[src/hw/dmc_pkg.sv]
package dmc_pkg;
	localparam int NUM_INPUTS = 4;
	localparam int SAMPLE_W = 24;
	localparam int ADDR_W = 4;
	localparam int DATA_W = 8;
	localparam int PERIOD_W = 16;
	localparam int FRAME_CNT_W = 12;
	localparam logic [ADDR_W-1:0] REG_CONTROL = 4'h0;
	localparam logic [ADDR_W-1:0] REG_MODE = 4'h1;
	localparam logic [ADDR_W-1:0] REG_CLKSEL = 4'h2;
	localparam logic [ADDR_W-1:0] REG_STATUS = 4'h3;
	// Control register fields
	localparam int CTL_CONTROL_PORT_ENABLE = 0;
	localparam int CTL_PDN = 1;
	localparam int CTL_HALVE = 2;
	localparam int CTL_FILT = 3;
	localparam int CTL_DEEMPH = 4;
	localparam int CTL_MUTE_EN = 5;
	localparam int CTL_MUTE_POL = 6;
	localparam logic [DATA_W-1:0] CONTROL_RESET = 8'h22;
	localparam logic [DATA_W-1:0] CONTROL_PORT_ENABLE_MASK = 8'h01;
	localparam logic [DATA_W-1:0] MODE_RESET = 8'h00;
	localparam logic [DATA_W-1:0] CLKSEL_RESET = 8'h00;
	// Mode register fields
	localparam int MODE_SPEED_LO = 0;
	localparam int MODE_FMT_LO = 2;
	typedef enum logic [1:0] {
		SPEED_SINGLE = 2'h0,
		SPEED_DOUBLE = 2'h1,
		SPEED_QUAD = 2'h2,
		SPEED_BITSTREAM = 2'h3
	} dmc_speed_t;
	localparam logic [2:0] FMT_LEFT_JUST = 3'h0;
	localparam logic [2:0] FMT_I2S = 3'h1;
	localparam logic [2:0] FMT_RIGHT_16 = 3'h2;
	localparam logic [2:0] FMT_RIGHT_24 = 3'h3;
	localparam logic [1:0] STRAP_SS_DEEMPH = 2'h1;
	localparam logic [1:0] STRAP_DOUBLE = 2'h2;
	localparam logic [1:0] STRAP_QUAD = 2'h3;
	localparam logic FILT_FAST = 1'b0;
	localparam logic [7:0] OSR_SINGLE = 8'h80;
	localparam logic [7:0] OSR_DOUBLE = 8'h40;
	localparam logic [7:0] OSR_QUAD = 8'h20;
	localparam logic [7:0] OSR_BS_LOW = 8'h40;
	localparam logic [7:0] OSR_BS_HIGH = 8'h80;
	localparam logic [3:0] BS_RATIO_64 [4] = '{4'h4, 4'h6, 4'h8, 4'hC};
	localparam logic [3:0] BS_RATIO_128 [4] = '{4'h2, 4'h3, 4'h4, 4'h6};
	localparam logic [FRAME_CNT_W-1:0] PWRUP_FRAMES_SINGLE = 12'h200;
	localparam logic [FRAME_CNT_W-1:0] PWRUP_FRAMES_DOUBLE = 12'h400;
	localparam logic [FRAME_CNT_W-1:0] PWRUP_FRAMES_QUAD = 12'h800;
	localparam logic [PERIOD_W-1:0] RATIO_MIN_SINGLE = 16'h0100;
	localparam logic [PERIOD_W-1:0] RATIO_MAX_SINGLE = 16'h0300;
	localparam logic [PERIOD_W-1:0] RATIO_HALVE_SINGLE = 16'h0400;
	localparam logic [PERIOD_W-1:0] RATIO_MIN_DOUBLE = 16'h0080;
	localparam logic [PERIOD_W-1:0] RATIO_MAX_DOUBLE = 16'h0180;
	localparam logic [PERIOD_W-1:0] RATIO_HALVE_DOUBLE = 16'h0200;
	localparam logic [PERIOD_W-1:0] RATIO_MIN_QUAD = 16'h0040;
	localparam logic [PERIOD_W-1:0] RATIO_MAX_QUAD = 16'h00C0;
	localparam logic [PERIOD_W-1:0] RATIO_HALVE_QUAD = 16'h0100;
	localparam logic [PERIOD_W-1:0] SYNC_TOL = 16'h0001;
	localparam logic [3:0] RETIME_FRAMES = 4'h2;
	typedef enum logic [4:0] {
		ST_SA_POWERUP = 5'b00001,
		ST_SA_RUN = 5'b00010,
		ST_CP_DOWN = 5'b00100,
		ST_CP_POWERUP = 5'b01000,
		ST_CP_RUN = 5'b10000
	} dmc_state_t;
	// Source side clock generation, in master clock cycles and bit clocks
	localparam logic [3:0] SRC_BIT_HALF = 4'h4;
	localparam logic [5:0] SRC_BITS_PER_HALF_FRAME = 6'h20;
endpackage : dmc_pkg

[src/hw/dmc_link_if.sv]
`timescale 1ns/1ps
interface dmc_link_if;
	logic [3:0] mode_strap;
	logic frame_clock_one;
	logic bit_clock_one;
	logic frame_clock_two;
	logic bit_clock_two;
	logic [dmc_pkg::NUM_INPUTS-1:0] serial_data_input;
	modport device (
		input mode_strap,
		input frame_clock_one,
		input bit_clock_one,
		input frame_clock_two,
		input bit_clock_two,
		input serial_data_input
	);
	modport source (
		output mode_strap,
		output frame_clock_one,
		output bit_clock_one,
		output frame_clock_two,
		output bit_clock_two,
		output serial_data_input
	);
endinterface : dmc_link_if

[src/hw/dmc_device.sv]
`timescale 1ns/1ps
module dmc_frame_meter (
	input wire logic clk_sys_in,
	input wire logic reset_n_in,
	input wire logic level_in,
	output logic rise_out,
	output logic [dmc_pkg::PERIOD_W-1:0] period_out,
	output logic slip_out
);
	logic prev;
	logic have_period;
	logic [dmc_pkg::PERIOD_W-1:0] count;
	wire rise = level_in & ~prev;
	wire saturated = &count;
	wire [dmc_pkg::PERIOD_W-1:0] new_period = count + 16'h0001;
	wire [dmc_pkg::PERIOD_W-1:0] diff = (new_period > period_out) ?
		(new_period - period_out) : (period_out - new_period);
	assign rise_out = rise;
	always_ff @(posedge clk_sys_in or negedge reset_n_in) begin
		if (!reset_n_in) begin
			prev <= 1'b0;
			have_period <= 1'b0;
			count <= '0;
			period_out <= '0;
			slip_out <= 1'b0;
		end else begin
			prev <= level_in;
			count <= rise ? '0 : (saturated ? count : new_period);
			if (rise) begin
				period_out <= new_period;
				have_period <= 1'b1;
			end
			// A stopped clock counts as lost sync once the counter saturates
			slip_out <= (rise & have_period & (diff > dmc_pkg::SYNC_TOL)) |
				(saturated & have_period & ~rise);
			if (saturated & ~rise) begin
				have_period <= 1'b0;
			end
		end
	end
endmodule : dmc_frame_meter

module dmc_device (
	input wire logic clk_sys_in,
	input wire logic reset_n_in,
	dmc_link_if.device link,
	input wire logic [dmc_pkg::ADDR_W-1:0] reg_addr_in,
	input wire logic [dmc_pkg::DATA_W-1:0] reg_wdata_in,
	input wire logic reg_write_in,
	input wire logic reg_read_in,
	output logic [dmc_pkg::DATA_W-1:0] reg_rdata_out,
	output logic quiescent_reference_out,
	output logic [1:0] speed_mode_out,
	output logic [2:0] iface_format_out,
	output logic deemphasis_out,
	output logic bitstream_mode_out,
	output logic [7:0] oversample_ratio_out,
	output logic [3:0] bitstream_ratio_out,
	output logic filter_rolloff_out,
	output logic ratio_ok_out,
	output logic retiming_out,
	output logic [3:0] pair_active_out,
	output logic [3:0] mute_out,
	output logic [dmc_pkg::NUM_INPUTS*dmc_pkg::SAMPLE_W-1:0] sample_word_out,
	output logic [dmc_pkg::NUM_INPUTS-1:0] sample_valid_out
);
	localparam int NI = dmc_pkg::NUM_INPUTS;
	localparam int SW = dmc_pkg::SAMPLE_W;
	localparam int LW = 4 + 4 + NI;
	wire [LW-1:0] link_raw = {link.mode_strap, link.frame_clock_one, link.bit_clock_one,
		link.frame_clock_two, link.bit_clock_two, link.serial_data_input};
	logic [LW-1:0] sync_a;
	logic [LW-1:0] sync_b;
	logic [LW-1:0] sync_c;
	always_ff @(posedge clk_sys_in or negedge reset_n_in) begin
		if (!reset_n_in) begin
			sync_a <= '0;
			sync_b <= '0;
			sync_c <= '0;
		end else begin
			sync_a <= link_raw;
			sync_b <= sync_a;
			sync_c <= sync_b;
		end
	end
	wire [3:0] strap_now = sync_b[LW-1 -: 4];
	wire [3:0] strap_prev = sync_c[LW-1 -: 4];
	wire fc1 = sync_b[NI+3];
	wire bc1_rise = sync_b[NI+2] & ~sync_c[NI+2];
	wire fc2 = sync_b[NI+1];
	wire bc2_rise = sync_b[NI] & ~sync_c[NI];
	wire fc1_edge = sync_b[NI+3] ^ sync_c[NI+3];
	wire fc2_edge = sync_b[NI+1] ^ sync_c[NI+1];
	wire [NI-1:0] sdi = sync_b[NI-1:0];

	// Straps only update after two equal samples, so decode never sees a half-changed set
	logic [3:0] strap_q;
	always_ff @(posedge clk_sys_in or negedge reset_n_in) begin
		if (!reset_n_in) begin
			strap_q <= '0;
		end else if (strap_now == strap_prev) begin
			strap_q <= strap_now;
		end
	end

	// Frame clock one toggles in sample mode, so only a level held for as long as the
	// longest accepted frame counts as the stream request; a plain level would flicker
	logic [dmc_pkg::PERIOD_W-1:0] high_run;
	wire pin_held = (high_run == dmc_pkg::RATIO_HALVE_SINGLE);
	always_ff @(posedge clk_sys_in or negedge reset_n_in) begin
		if (!reset_n_in) begin
			high_run <= '0;
		end else if (!fc1) begin
			high_run <= '0;
		end else if (!pin_held) begin
			high_run <= high_run + 16'h0001;
		end
	end

	// Register file
	logic [dmc_pkg::DATA_W-1:0] control;
	logic [dmc_pkg::DATA_W-1:0] mode;
	logic [dmc_pkg::DATA_W-1:0] clksel;
	wire wr_control = reg_write_in & (reg_addr_in == dmc_pkg::REG_CONTROL);
	wire wr_mode = reg_write_in & (reg_addr_in == dmc_pkg::REG_MODE);
	wire wr_clksel = reg_write_in & (reg_addr_in == dmc_pkg::REG_CLKSEL);
	wire control_port_enable = control[dmc_pkg::CTL_CONTROL_PORT_ENABLE];
	wire control_port_enable_write = wr_control & reg_wdata_in[dmc_pkg::CTL_CONTROL_PORT_ENABLE] & ~control_port_enable;
	always_ff @(posedge clk_sys_in or negedge reset_n_in) begin
		if (!reset_n_in) begin
			control <= dmc_pkg::CONTROL_RESET;
			mode <= dmc_pkg::MODE_RESET;
			clksel <= dmc_pkg::CLKSEL_RESET;
		end else if (control_port_enable_write) begin
			control <= dmc_pkg::CONTROL_RESET | dmc_pkg::CONTROL_PORT_ENABLE_MASK;
			mode <= dmc_pkg::MODE_RESET;
			clksel <= dmc_pkg::CLKSEL_RESET;
		end else begin
			// Port enable is sticky until reset
			if (wr_control) control <= reg_wdata_in | (control & dmc_pkg::CONTROL_PORT_ENABLE_MASK);
			if (wr_mode) mode <= reg_wdata_in;
			if (wr_clksel) clksel <= reg_wdata_in;
		end
	end

	// Effective configuration
	wire standalone = ~control_port_enable;
	wire [1:0] mode_speed = mode[dmc_pkg::MODE_SPEED_LO +: 2];
	wire [2:0] mode_fmt = mode[dmc_pkg::MODE_FMT_LO +: 3];
	wire eff_bitstream = standalone ? pin_held : (mode_speed == dmc_pkg::SPEED_BITSTREAM);
	wire [1:0] sa_speed = (strap_q[3:2] == dmc_pkg::STRAP_QUAD) ? dmc_pkg::SPEED_QUAD :
		(strap_q[3:2] == dmc_pkg::STRAP_DOUBLE) ? dmc_pkg::SPEED_DOUBLE : dmc_pkg::SPEED_SINGLE;
	wire [1:0] eff_speed = eff_bitstream ? dmc_pkg::SPEED_BITSTREAM :
		(standalone ? sa_speed : mode_speed);
	wire [2:0] eff_format = standalone ? {1'b0, strap_q[1:0]} : mode_fmt;
	wire [2:0] bs_sel = standalone ? strap_q[2:0] : mode_fmt;
	wire [3:0] bs_ratio = bs_sel[2] ? dmc_pkg::BS_RATIO_128[bs_sel[1:0]] :
		dmc_pkg::BS_RATIO_64[bs_sel[1:0]];
	wire [7:0] eff_osr = eff_bitstream ?
		(bs_sel[2] ? dmc_pkg::OSR_BS_HIGH : dmc_pkg::OSR_BS_LOW) :
		(eff_speed == dmc_pkg::SPEED_QUAD) ? dmc_pkg::OSR_QUAD :
		(eff_speed == dmc_pkg::SPEED_DOUBLE) ? dmc_pkg::OSR_DOUBLE : dmc_pkg::OSR_SINGLE;
	wire eff_deemph = ~eff_bitstream & (standalone ? (strap_q[3:2] == dmc_pkg::STRAP_SS_DEEMPH) :
		control[dmc_pkg::CTL_DEEMPH]);
	wire eff_filter = standalone ? dmc_pkg::FILT_FAST : control[dmc_pkg::CTL_FILT];
	wire [NI-1:0] pair_sel = standalone ? '0 : clksel[NI-1:0];
	wire pair_two_used = |pair_sel;

	// Master clock ratio, measured as system clocks per frame of pair one
	logic fm1_rise;
	logic fm2_rise;
	logic fm1_slip;
	logic fm2_slip;
	logic [dmc_pkg::PERIOD_W-1:0] fc1_period;
	dmc_frame_meter u_meter_one (.clk_sys_in(clk_sys_in), .reset_n_in(reset_n_in),
		.level_in(fc1), .rise_out(fm1_rise), .period_out(fc1_period), .slip_out(fm1_slip));
	dmc_frame_meter u_meter_two (.clk_sys_in(clk_sys_in), .reset_n_in(reset_n_in),
		.level_in(fc2), .rise_out(fm2_rise), .period_out(), .slip_out(fm2_slip));
	wire halve_ok = control_port_enable & control[dmc_pkg::CTL_HALVE];
	wire [dmc_pkg::PERIOD_W-1:0] r_min = (eff_speed == dmc_pkg::SPEED_QUAD) ? dmc_pkg::RATIO_MIN_QUAD :
		(eff_speed == dmc_pkg::SPEED_DOUBLE) ? dmc_pkg::RATIO_MIN_DOUBLE : dmc_pkg::RATIO_MIN_SINGLE;
	wire [dmc_pkg::PERIOD_W-1:0] r_max = (eff_speed == dmc_pkg::SPEED_QUAD) ?
		(halve_ok ? dmc_pkg::RATIO_HALVE_QUAD : dmc_pkg::RATIO_MAX_QUAD) :
		(eff_speed == dmc_pkg::SPEED_DOUBLE) ?
		(halve_ok ? dmc_pkg::RATIO_HALVE_DOUBLE : dmc_pkg::RATIO_MAX_DOUBLE) :
		(halve_ok ? dmc_pkg::RATIO_HALVE_SINGLE : dmc_pkg::RATIO_MAX_SINGLE);
	wire ratio_ok = eff_bitstream | ((fc1_period >= r_min) & (fc1_period <= r_max));

	// Power sequencing; in stream mode frame clock one is static, so bit clocks are counted
	dmc_pkg::dmc_state_t state;
	dmc_pkg::dmc_state_t next_state;
	logic [dmc_pkg::FRAME_CNT_W-1:0] frame_count;
	logic [dmc_pkg::FRAME_CNT_W-1:0] next_frame_count;
	wire tick = eff_bitstream ? bc1_rise : fm1_rise;
	wire [dmc_pkg::FRAME_CNT_W-1:0] pwrup_frames = (eff_speed == dmc_pkg::SPEED_QUAD) ?
		dmc_pkg::PWRUP_FRAMES_QUAD : (eff_speed == dmc_pkg::SPEED_DOUBLE) ?
		dmc_pkg::PWRUP_FRAMES_DOUBLE : dmc_pkg::PWRUP_FRAMES_SINGLE;
	wire seq_done = tick & (frame_count == pwrup_frames - 12'h001);
	wire [dmc_pkg::FRAME_CNT_W-1:0] count_step = tick ? (frame_count + 12'h001) : frame_count;
	wire power_down_bit = control[dmc_pkg::CTL_PDN];
	always_comb begin
		next_state = state;
		next_frame_count = count_step;
		unique case (state)
			dmc_pkg::ST_SA_POWERUP: begin
				if (control_port_enable) begin
					next_state = dmc_pkg::ST_CP_DOWN;
				end else if (seq_done) begin
					next_state = dmc_pkg::ST_SA_RUN;
				end
			end
			dmc_pkg::ST_SA_RUN: begin
				if (control_port_enable) next_state = dmc_pkg::ST_CP_DOWN;
			end
			dmc_pkg::ST_CP_DOWN: begin
				next_frame_count = '0;
				if (!power_down_bit) next_state = dmc_pkg::ST_CP_POWERUP;
			end
			dmc_pkg::ST_CP_POWERUP: begin
				if (power_down_bit) begin
					next_state = dmc_pkg::ST_CP_DOWN;
				end else if (seq_done) begin
					next_state = dmc_pkg::ST_CP_RUN;
				end
			end
			dmc_pkg::ST_CP_RUN: begin
				if (power_down_bit) next_state = dmc_pkg::ST_CP_DOWN;
			end
			default: begin
				next_state = dmc_pkg::ST_SA_POWERUP;
				next_frame_count = '0;
			end
		endcase
	end
	always_ff @(posedge clk_sys_in or negedge reset_n_in) begin
		if (!reset_n_in) begin
			state <= dmc_pkg::ST_SA_POWERUP;
			frame_count <= '0;
		end else begin
			state <= next_state;
			frame_count <= next_frame_count;
		end
	end
	wire running = (state == dmc_pkg::ST_SA_RUN) | (state == dmc_pkg::ST_CP_RUN);

	// Retiming when either pair slips while any input uses pair two
	logic [3:0] retime_count;
	wire slip = pair_two_used & (fm1_slip | fm2_slip);
	wire retiming = (retime_count != 4'h0);
	always_ff @(posedge clk_sys_in or negedge reset_n_in) begin
		if (!reset_n_in) begin
			retime_count <= 4'h0;
		end else if (slip) begin
			retime_count <= dmc_pkg::RETIME_FRAMES;
		end else if (retiming & fm1_rise) begin
			retime_count <= retime_count - 4'h1;
		end
	end
	wire muted = ~running | retiming;
	wire mute_assert = muted & control[dmc_pkg::CTL_MUTE_EN];
	wire mute_level = control[dmc_pkg::CTL_MUTE_POL] ? mute_assert : ~mute_assert;

	// Per input capture on the selected pair
	for (genvar i = 0; i < NI; i++) begin : g_input
		logic [SW-1:0] shift;
		wire bit_rise = pair_sel[i] ? bc2_rise : bc1_rise;
		wire frame_edge = pair_sel[i] ? fc2_edge : fc1_edge;
		always_ff @(posedge clk_sys_in or negedge reset_n_in) begin
			if (!reset_n_in) begin
				shift <= '0;
				sample_word_out[i*SW +: SW] <= '0;
				sample_valid_out[i] <= 1'b0;
			end else begin
				if (bit_rise) shift <= {shift[SW-2:0], sdi[i]};
				if (frame_edge) sample_word_out[i*SW +: SW] <= shift;
				sample_valid_out[i] <= frame_edge & ~muted & ~eff_bitstream;
			end
		end
	end

	wire [dmc_pkg::DATA_W-1:0] status = {1'b0, standalone, ratio_ok, retiming, running,
		eff_bitstream, eff_speed};
	wire [dmc_pkg::DATA_W-1:0] read_mux = (reg_addr_in == dmc_pkg::REG_CONTROL) ? control :
		(reg_addr_in == dmc_pkg::REG_MODE) ? mode :
		(reg_addr_in == dmc_pkg::REG_CLKSEL) ? clksel :
		(reg_addr_in == dmc_pkg::REG_STATUS) ? status : 8'h00;
	always_ff @(posedge clk_sys_in or negedge reset_n_in) begin
		if (!reset_n_in) begin
			reg_rdata_out <= 8'h00;
			quiescent_reference_out <= 1'b0;
			speed_mode_out <= dmc_pkg::SPEED_SINGLE;
			iface_format_out <= dmc_pkg::FMT_LEFT_JUST;
			deemphasis_out <= 1'b0;
			bitstream_mode_out <= 1'b0;
			oversample_ratio_out <= dmc_pkg::OSR_SINGLE;
			bitstream_ratio_out <= 4'h0;
			filter_rolloff_out <= dmc_pkg::FILT_FAST;
			ratio_ok_out <= 1'b0;
			retiming_out <= 1'b0;
			pair_active_out <= 4'h0;
			mute_out <= 4'h0;
		end else begin
			reg_rdata_out <= reg_read_in ? read_mux : 8'h00;
			quiescent_reference_out <= running;
			speed_mode_out <= eff_speed;
			iface_format_out <= eff_format;
			deemphasis_out <= eff_deemph;
			bitstream_mode_out <= eff_bitstream;
			oversample_ratio_out <= eff_osr;
			bitstream_ratio_out <= eff_bitstream ? bs_ratio : 4'h0;
			filter_rolloff_out <= eff_filter;
			ratio_ok_out <= ratio_ok;
			retiming_out <= retiming;
			pair_active_out <= {4{~muted}};
			mute_out <= {4{mute_level}};
		end
	end
endmodule : dmc_device

[src/flat_wrapper.sv]
// flat-port wrapper written by rule: the top's interface ports become plain ports
module dmc_device_flat 
  (clk_sys_in, reset_n_in, reg_addr_in, reg_wdata_in, reg_write_in, reg_read_in, reg_rdata_out, quiescent_reference_out, speed_mode_out, iface_format_out, deemphasis_out, bitstream_mode_out, oversample_ratio_out, bitstream_ratio_out, filter_rolloff_out, ratio_ok_out, retiming_out, pair_active_out, mute_out, sample_word_out, sample_valid_out, link_mode_strap, link_frame_clock_one, link_bit_clock_one, link_frame_clock_two, link_bit_clock_two, link_serial_data_input);
  dmc_link_if link_i ();
  input wire logic clk_sys_in;
  input wire logic reset_n_in;
  input wire logic [dmc_pkg::ADDR_W-1:0] reg_addr_in;
  input wire logic [dmc_pkg::DATA_W-1:0] reg_wdata_in;
  input wire logic reg_write_in;
  input wire logic reg_read_in;
  output logic [dmc_pkg::DATA_W-1:0] reg_rdata_out;
  output logic quiescent_reference_out;
  output logic [1:0] speed_mode_out;
  output logic [2:0] iface_format_out;
  output logic deemphasis_out;
  output logic bitstream_mode_out;
  output logic [7:0] oversample_ratio_out;
  output logic [3:0] bitstream_ratio_out;
  output logic filter_rolloff_out;
  output logic ratio_ok_out;
  output logic retiming_out;
  output logic [3:0] pair_active_out;
  output logic [3:0] mute_out;
  output logic [dmc_pkg::NUM_INPUTS*dmc_pkg::SAMPLE_W-1:0] sample_word_out;
  output logic [dmc_pkg::NUM_INPUTS-1:0] sample_valid_out;
  input wire logic [$bits(link_i.mode_strap)-1:0] link_mode_strap;
  input wire logic [$bits(link_i.frame_clock_one)-1:0] link_frame_clock_one;
  input wire logic [$bits(link_i.bit_clock_one)-1:0] link_bit_clock_one;
  input wire logic [$bits(link_i.frame_clock_two)-1:0] link_frame_clock_two;
  input wire logic [$bits(link_i.bit_clock_two)-1:0] link_bit_clock_two;
  input wire logic [$bits(link_i.serial_data_input)-1:0] link_serial_data_input;
  assign link_i.mode_strap = link_mode_strap;
  assign link_i.frame_clock_one = link_frame_clock_one;
  assign link_i.bit_clock_one = link_bit_clock_one;
  assign link_i.frame_clock_two = link_frame_clock_two;
  assign link_i.bit_clock_two = link_bit_clock_two;
  assign link_i.serial_data_input = link_serial_data_input;
  dmc_device u_core (.clk_sys_in(clk_sys_in), .reset_n_in(reset_n_in), .link(link_i), .reg_addr_in(reg_addr_in), .reg_wdata_in(reg_wdata_in), .reg_write_in(reg_write_in), .reg_read_in(reg_read_in), .reg_rdata_out(reg_rdata_out), .quiescent_reference_out(quiescent_reference_out), .speed_mode_out(speed_mode_out), .iface_format_out(iface_format_out), .deemphasis_out(deemphasis_out), .bitstream_mode_out(bitstream_mode_out), .oversample_ratio_out(oversample_ratio_out), .bitstream_ratio_out(bitstream_ratio_out), .filter_rolloff_out(filter_rolloff_out), .ratio_ok_out(ratio_ok_out), .retiming_out(retiming_out), .pair_active_out(pair_active_out), .mute_out(mute_out), .sample_word_out(sample_word_out), .sample_valid_out(sample_valid_out));
endmodule
[config.mk]
export PLATFORM = sky130hd
export DESIGN_NAME = dmc_device_flat
export DESIGN_NICKNAME = d
export VERILOG_FILES = /design/src/hw/dmc_pkg.sv /design/src/hw/dmc_link_if.sv /design/src/hw/dmc_device.sv /design/src/flat_wrapper.sv
export SDC_FILE = /design/constraint.sdc
export NUM_CORES = 1
export LEC_CHECK = 0
export BUFFER_PORTS_ARGS = -buffer_cell sky130_fd_sc_hd__buf_2
export CORE_MARGIN = 2
export CORE_UTILIZATION = 45
export CTS_BUF_LIST = sky130_fd_sc_hd__clkbuf_4
export DETAILED_ROUTE_END_ITERATION = 12
export PLACE_DENSITY_LB_ADDON = 0.1
export SETUP_SLACK_MARGIN = 0.02
export SYNTH_ARGS = -nofsm -noshare
export SYNTH_HDL_FRONTEND = slang
export SYNTH_SLANG_ARGS = --single-unit
export TNS_END_PERCENT = 5
[constraint.sdc]
create_clock -name clk_sys_in -period 5.6 [get_ports clk_sys_in]
set_clock_uncertainty 0.15 [all_clocks]
set_input_delay 0.84 -clock clk_sys_in [delete_from_list [all_inputs] [get_ports clk_sys_in]]
set_output_delay 0.84 -clock clk_sys_in [all_outputs]
set_load 0.05 [all_outputs]
# Word-level counts from Yosys, hierarchy flattened
# Cells that the tools add are included.
# totals
register_bits	400
inputBits	28
out_inout_bits	139
wordCells	233
# classes
n_addsub	10
order_cmp	7
n_eq_ne	26
muxes	76
n_bitwise	55
reduce_logical	13
# ops
op	count
2-to-1 mux 16 bit	11
2-to-1 mux 8 bit	14
subtractor 16 bit	4
adder 16 x 1 -> 16 bit (second input constant)	3
2-to-1 mux 12 bit	3
2-to-1 mux 4 bit	9
2-to-1 mux 5 bit	7
AND 1 bit	34
greater-than comparator 16 x 1 -> 1 bit (second input constant)	2
greater-than comparator 16 bit	2
AND reduction 16 bit	2
one-hot mux 5 bit (5 select lines)	1
2-to-1 mux 11 bit	2
2-to-1 mux 1 bit	18
2-to-1 mux 9 bit	2
binary-select mux 4 bit (select 2 bit)	2
== test 16 x 11 -> 1 bit (second input constant)	1
>= comparator 16 bit	1
<= comparator 16 bit	1
adder 12 x 1 -> 12 bit (second input constant)	1
== test 12 bit	1
nonzero test 2 bit	6
subtractor 12 x 1 -> 12 bit (second input constant)	1
inverter 1 bit	11
27 further kinds	48

# Longest topological paths before layout
# depth
ltp_word	16
ltp_mapped	19
depth_no_buf	19

# Hierarchy
# A second synthesis with hierarchy kept.
# hier_totals
hier_cells	1745
area_unflattened_um2	19527.5
# by_module_without_submodules
mod	n_inst	cells_each	area_per_inst_um2	seq_area_each_um2
dmc_device	1	941	13068.8	8037.7
dmc_frame_meter	2	402	3229.3	875.8

# Worst setup path after synthesis
# Ideal clock, no wire load.
# synth_path
path_type	reg2reg
start	register u_core.u_meter_two.count[0] (netlist name)
end	register u_core.u_meter_two.slip_out
setup_ns	0.133
t_arrival_ns	3.889
t_required_ns	5.317
setup_slack_ns	1.428
path_stages_with_launch	19
path_buffers	2
synth_period_minus_slack_ns	4.172
cell_sequence	dfrtp_1 ha_1 and3_1 and2_0 clkbuf_1 nand3_1 xor2_1 inv_1 ha_1 buf_2 nand4_2 or4_1 nor2_2 or2_2 o41ai_4 nor4_1 nand3_1 a2111oi_2 a31oi_1
# synth_via
elab_chain_cells	6
word_cells_on_any_way	11
classes_between	add/sub: 3; order compare: 2; mux: 1; bitwise: 4; reduce/logical: 1
# synth_rtl
item	line	text
start: declaration	dmc_device.sv:12	logic [dmc_pkg::PERIOD_W-1:0] count;
start signal: assignment	dmc_device.sv:28	count <= rise ? '0 : (saturated ? count : new_period);
adder 16 x 1 -> 16 bit (*)	dmc_device.sv:15	wire [dmc_pkg::PERIOD_W-1:0] new_period = count + 16'h0001;
net u_core.u_meter_two.new_period, one bit	dmc_device.sv:15	
subtractor 16 bit or greater-than comparator 16 bit (tied branches)	dmc_device.sv:17, dmc_device.sv:16	
2-to-1 mux 16 bit (*)	dmc_device.sv:16	wire [dmc_pkg::PERIOD_W-1:0] diff = (new_period > period_out) ?
greater-than comparator 16 x 1 -> 1 bit (*)	dmc_device.sv:34	slip_out <= (rise & have_period & (diff > dmc_pkg::SYNC_TOL)) |
AND 1 bit (*)	dmc_device.sv:34	
OR 1 bit (*)	dmc_device.sv:34	
end signal: assignment	dmc_device.sv:34	
end: declaration	dmc_device.sv:8	output logic slip_out
# The timed path passes the listed nets; every way through them passes the cells marked *.
# A chain may end at the register's enable or synchronous reset.

# Final worst setup path
# Ends and elaborated chain as after synthesis.

==> impl_metrics.toml <==
[route]
ant_nets = 0
first_iter_violations = 834
wl_per_cell_um = 17.5
drt_pass1_iterations = 7
viasPerCell = 5.33
finalWirelength_um = 45000
via_count = 13800
post-route-drc-count = 0

[sta]
setup_viol = 0
relSlewSlack_pct = 32.4
tightest_slew_ns = 0.993
post-route-min-period_ns = 4.82
slew_violations = 0
fin_crit_sh_pct = 86.0
rsz0062_at_grt = "false"
finalSetupTns_ns = 0
hold_viol_final = 0
fmax_ghz = 0.208

[critical_path]
r2r_cells = 16
rrSetupSlack_ns = 0.78
worst-path-max-fanout = 10
crit_path_start = "u_core.u_meter_two.count[0]$_DFFE_PN0P_"
crit_type = "reg -> reg"
r2r-start = "u_core.u_meter_two.count[0]$_DFFE_PN0P_"
critPathRequiredTime_ns = 6.11
cp-end-kind = "flip-flop"
worstPathArrival_ns = 5.33
startpoint_type = "flip-flop"
r2r-end = "u_core.u_meter_two.slip_out$_DFF_PN0_"

[placed_design]
gp_congestion = 0.893
io_buffers = 161
hpwl_um = 31600

[power_and_ir_drop]
clockPowerShare_pct = 24.8
p_sw_share_pct = 39.1
seq_power_share_pct = 39.4
ir_drop_v = 0.000421
combinationalPowerShare_pct = 35.8
power_mw = 9.86
power.density_nw_per_um2 = 448
intPower_mw = 6.00
p_sw_mw = 3.86
power_leakage_nw = 10.9

[min_path]
hold_class = "in -> reg"
min_to = "u_core.mode[6]$_DFFE_PN0P_"
hold_start = "reg_wdata_in[6]"
whs_path_depth = 3

[finish]
nFillCells = 3857
final_common_cell = "dfrtp_1"
nets = 2082
area_growth_pct = 14.3
drive_gt1_share_pct = 28.3
final_cell_mix = "385 x dfrtp_1, 204 x mux2_2, 160 x buf_2"

[logic_synthesis]
syn_area_sq_um = 19300
yosys_warnings = 0
synth.avg_cell_area_sq_um = 11.0
synth.distinct_cells = 81
ys_async_sr_fraction_pct = 100
synth_edf_count = 0
yosysSeqAreaShare_pct = 50.6
synth_flop_cell = "dfrtp_1"
ys_ff_latch = 389
syn_inst = 1751

[global_routing]
grt_pass1_vias = 13800
grt_max_degree = 123
antenna_found_initial = 12
grt_first_pass_wirelength_um = 73500
grt_use_total_pct = 20.7
gr-total-overflow = 0

[die]
die_x_um = 211
die_area_sq_um = 44500
die_y_um = 211
core_sq_um = 42100
ioPinCount = 167
row_count = 75
initial_core_util_pct = 45.7

[clock_tree]
clkLatencyLatePin_ns = 0.82
clk_pin_slew_ns = 0.06
cts_tree = "done"
cts_buffer_depth = 3
cts.sink_count = 389
clockRootBuffer = "clkbuf_4"
cts-htree-levels = 3
post_cts_resized = 0
numCtsBuffers = 103

[status]
status = "completed"

[job]
cap_violations = 0
==> layer usage <==
layer,global-route usage (%),routed length [um],vias to the layer above
li1,-,-,6616
met1,29.1,21200,6721
met5,0,47,-
met3,6.38,2970,85
met4,6.31,966,8
met2,30.8,19900,328
==> registers in the layout (all words and copies together), names as in the netlist, 5 cells and up <==
register / cells
u_core.u_meter_two.period_out: 16
u_core.sync_c: 8
u_core.state: 5
u_core.sync_a: 12
u_core.high_run: 16
u_core.reg_rdata_out: 8
u_core.u_meter_one.count: 16
u_core.control: 8
u_core.frame_count: 12
u_core.u_meter_one.period_out: 16
u_core.u_meter_two.count: 16
u_core.clksel: 8
u_core.mode: 8
u_core.sync_b: 12
u_core.g_input.shift: 96
u_core.sample_word_out: 96
==> power groups by stage <==
stage	sequential, mW	combinational (mW)	clock [mW]
global route	3.99	3.82	2.70
finish	3.88	3.53	2.45
detailed placement	3.94	3.53	0
CTS	3.89	3.55	2.56
global placement	3.91	3.50	0
floorplan	4.70	1.83	0
==> stage by stage <==
stage	cell area, sq um	cells	hold slack, ns	utilization (%)	setup WS [ns]
5_1_grt	22000	2577	0.0816	52.3	0.366
3_5_place_dp	20600	2386	0.185	48.9	0.835
4_1_cts	22000	2575	0.0517	52.2	0.799
2_1_floorplan	19300	1755	0.181	-	1.43
3_3_place_gp	20600	2386	0.182	48.9	1.03
6_report	22000	2579	0.161	52.3	0.781
==> cell usage after synthesis (6+ instances only) <==
master / number / area share (%)
dfrtp_1: 385 / 50
mux2_2: 204 / 12
a21oi_1: 122 / 3.2
nor2_1: 119 / 2.3
inv_1: 108 / 2.1
nand2_1: 97 / 1.9
ha_1: 85 / 5.5
o21ai_0: 68 / 1.8
clkbuf_1: 64 / 1.2
nand3_1: 50 / 1.3
xnor2_1: 46 / 2.1
xor2_1: 42 / 1.9
mux2i_1: 26 / 1.4
nor2b_1: 22 / 0.71
and3_1: 21 / 0.68
nor3_1: 20 / 0.52
and2_1: 19 / 0.62
a21o_1: 17 / 0.66
nand2b_1: 14 / 0.45
nand4_1: 14 / 0.45
a211oi_1: 13 / 0.51
nor4_1: 13 / 0.42
o21a_1: 12 / 0.47
buf_4: 11 / 0.43
a31oi_1: 10 / 0.32
or3_1: 9 / 0.29
buf_2: 7 / 0.18
o22ai_1: 7 / 0.23
o31ai_1: 7 / 0.27
or4_1: 7 / 0.27
a222oi_1: 6 / 0.31
and4_1: 6 / 0.27
==> worst max-delay path: stages (launching register included) <==
cell,delay (ns)
dfrtp_1,0.45
ha_1,0.24
and3_1,0.23
and2_0,0.29
nand3_1,0.14
xor2_1,0.29
inv_1,0.08
ha_1,0.46
nand4_2,0.23
or4_1,0.58
nor2_2,0.20
or2_2,0.18
o41ai_4,0.15
nor4_1,0.38
a21oi_1,0.14
a2111oi_2,0.35
a31oi_1,0.13
==> final cells by class <==
| type | instances | area, sq um | share of cell area [%] |
|---|---|---|---|
| antenna | 4 | 10.0 | 0.0454 |
| tap | 539 | 674 | 3.06 |
| timing repair buffer | 191 | 1100 | 4.99 |
| multi-input combinational | 1171 | 8800 | 39.9 |
| clock buffer | 154 | 1160 | 5.25 |
| sequential | 389 | 9740 | 44.2 |
| inverter | 109 | 412 | 1.87 |
| clock inverter | 22 | 138 | 0.625 |
==> cells by family after synthesis <==
kind of cell | Yosys count | share of synthesized area, %
compound gates | 321 | 10.5
xor+xnor | 88 | 4.00
fa+ha+maj | 89 | 5.94
buf+inv | 195 | 4.07
flops | 389 | 50.6
mux | 232 | 13.5
other cells | 1 | 0.0195
simple gates | 436 | 11.4
==> how the worst max path moves through the flow <==
stage | end | slack [ns] | cells past startpoint
2_1_floorplan | u_core.u_meter_two.slip_out$_DFF_PN0_ | 1.43 | 18
3_3_place_gp | u_core.u_meter_two.slip_out$_DFF_PN0_ | 1.03 | 16
3_5_place_dp | u_core.u_meter_two.slip_out$_DFF_PN0_ | 0.83 | 16
4_1_cts | u_core.u_meter_two.slip_out$_DFF_PN0_ | 0.80 | 16
5_1_grt | u_core.u_meter_two.slip_out$_DFF_PN0_ | 0.37 | 16
6_report | u_core.u_meter_two.slip_out$_DFF_PN0_ | 0.78 | 16
==> timing repair <==
action                     in CTS  in global routing
setup endpoints to repair       0                  0
hold endpoints to repair      101                  0
setup buffers                   0                  0
hold buffers                   13                  0
Note: power is estimated with default switching activity, not from simulation.
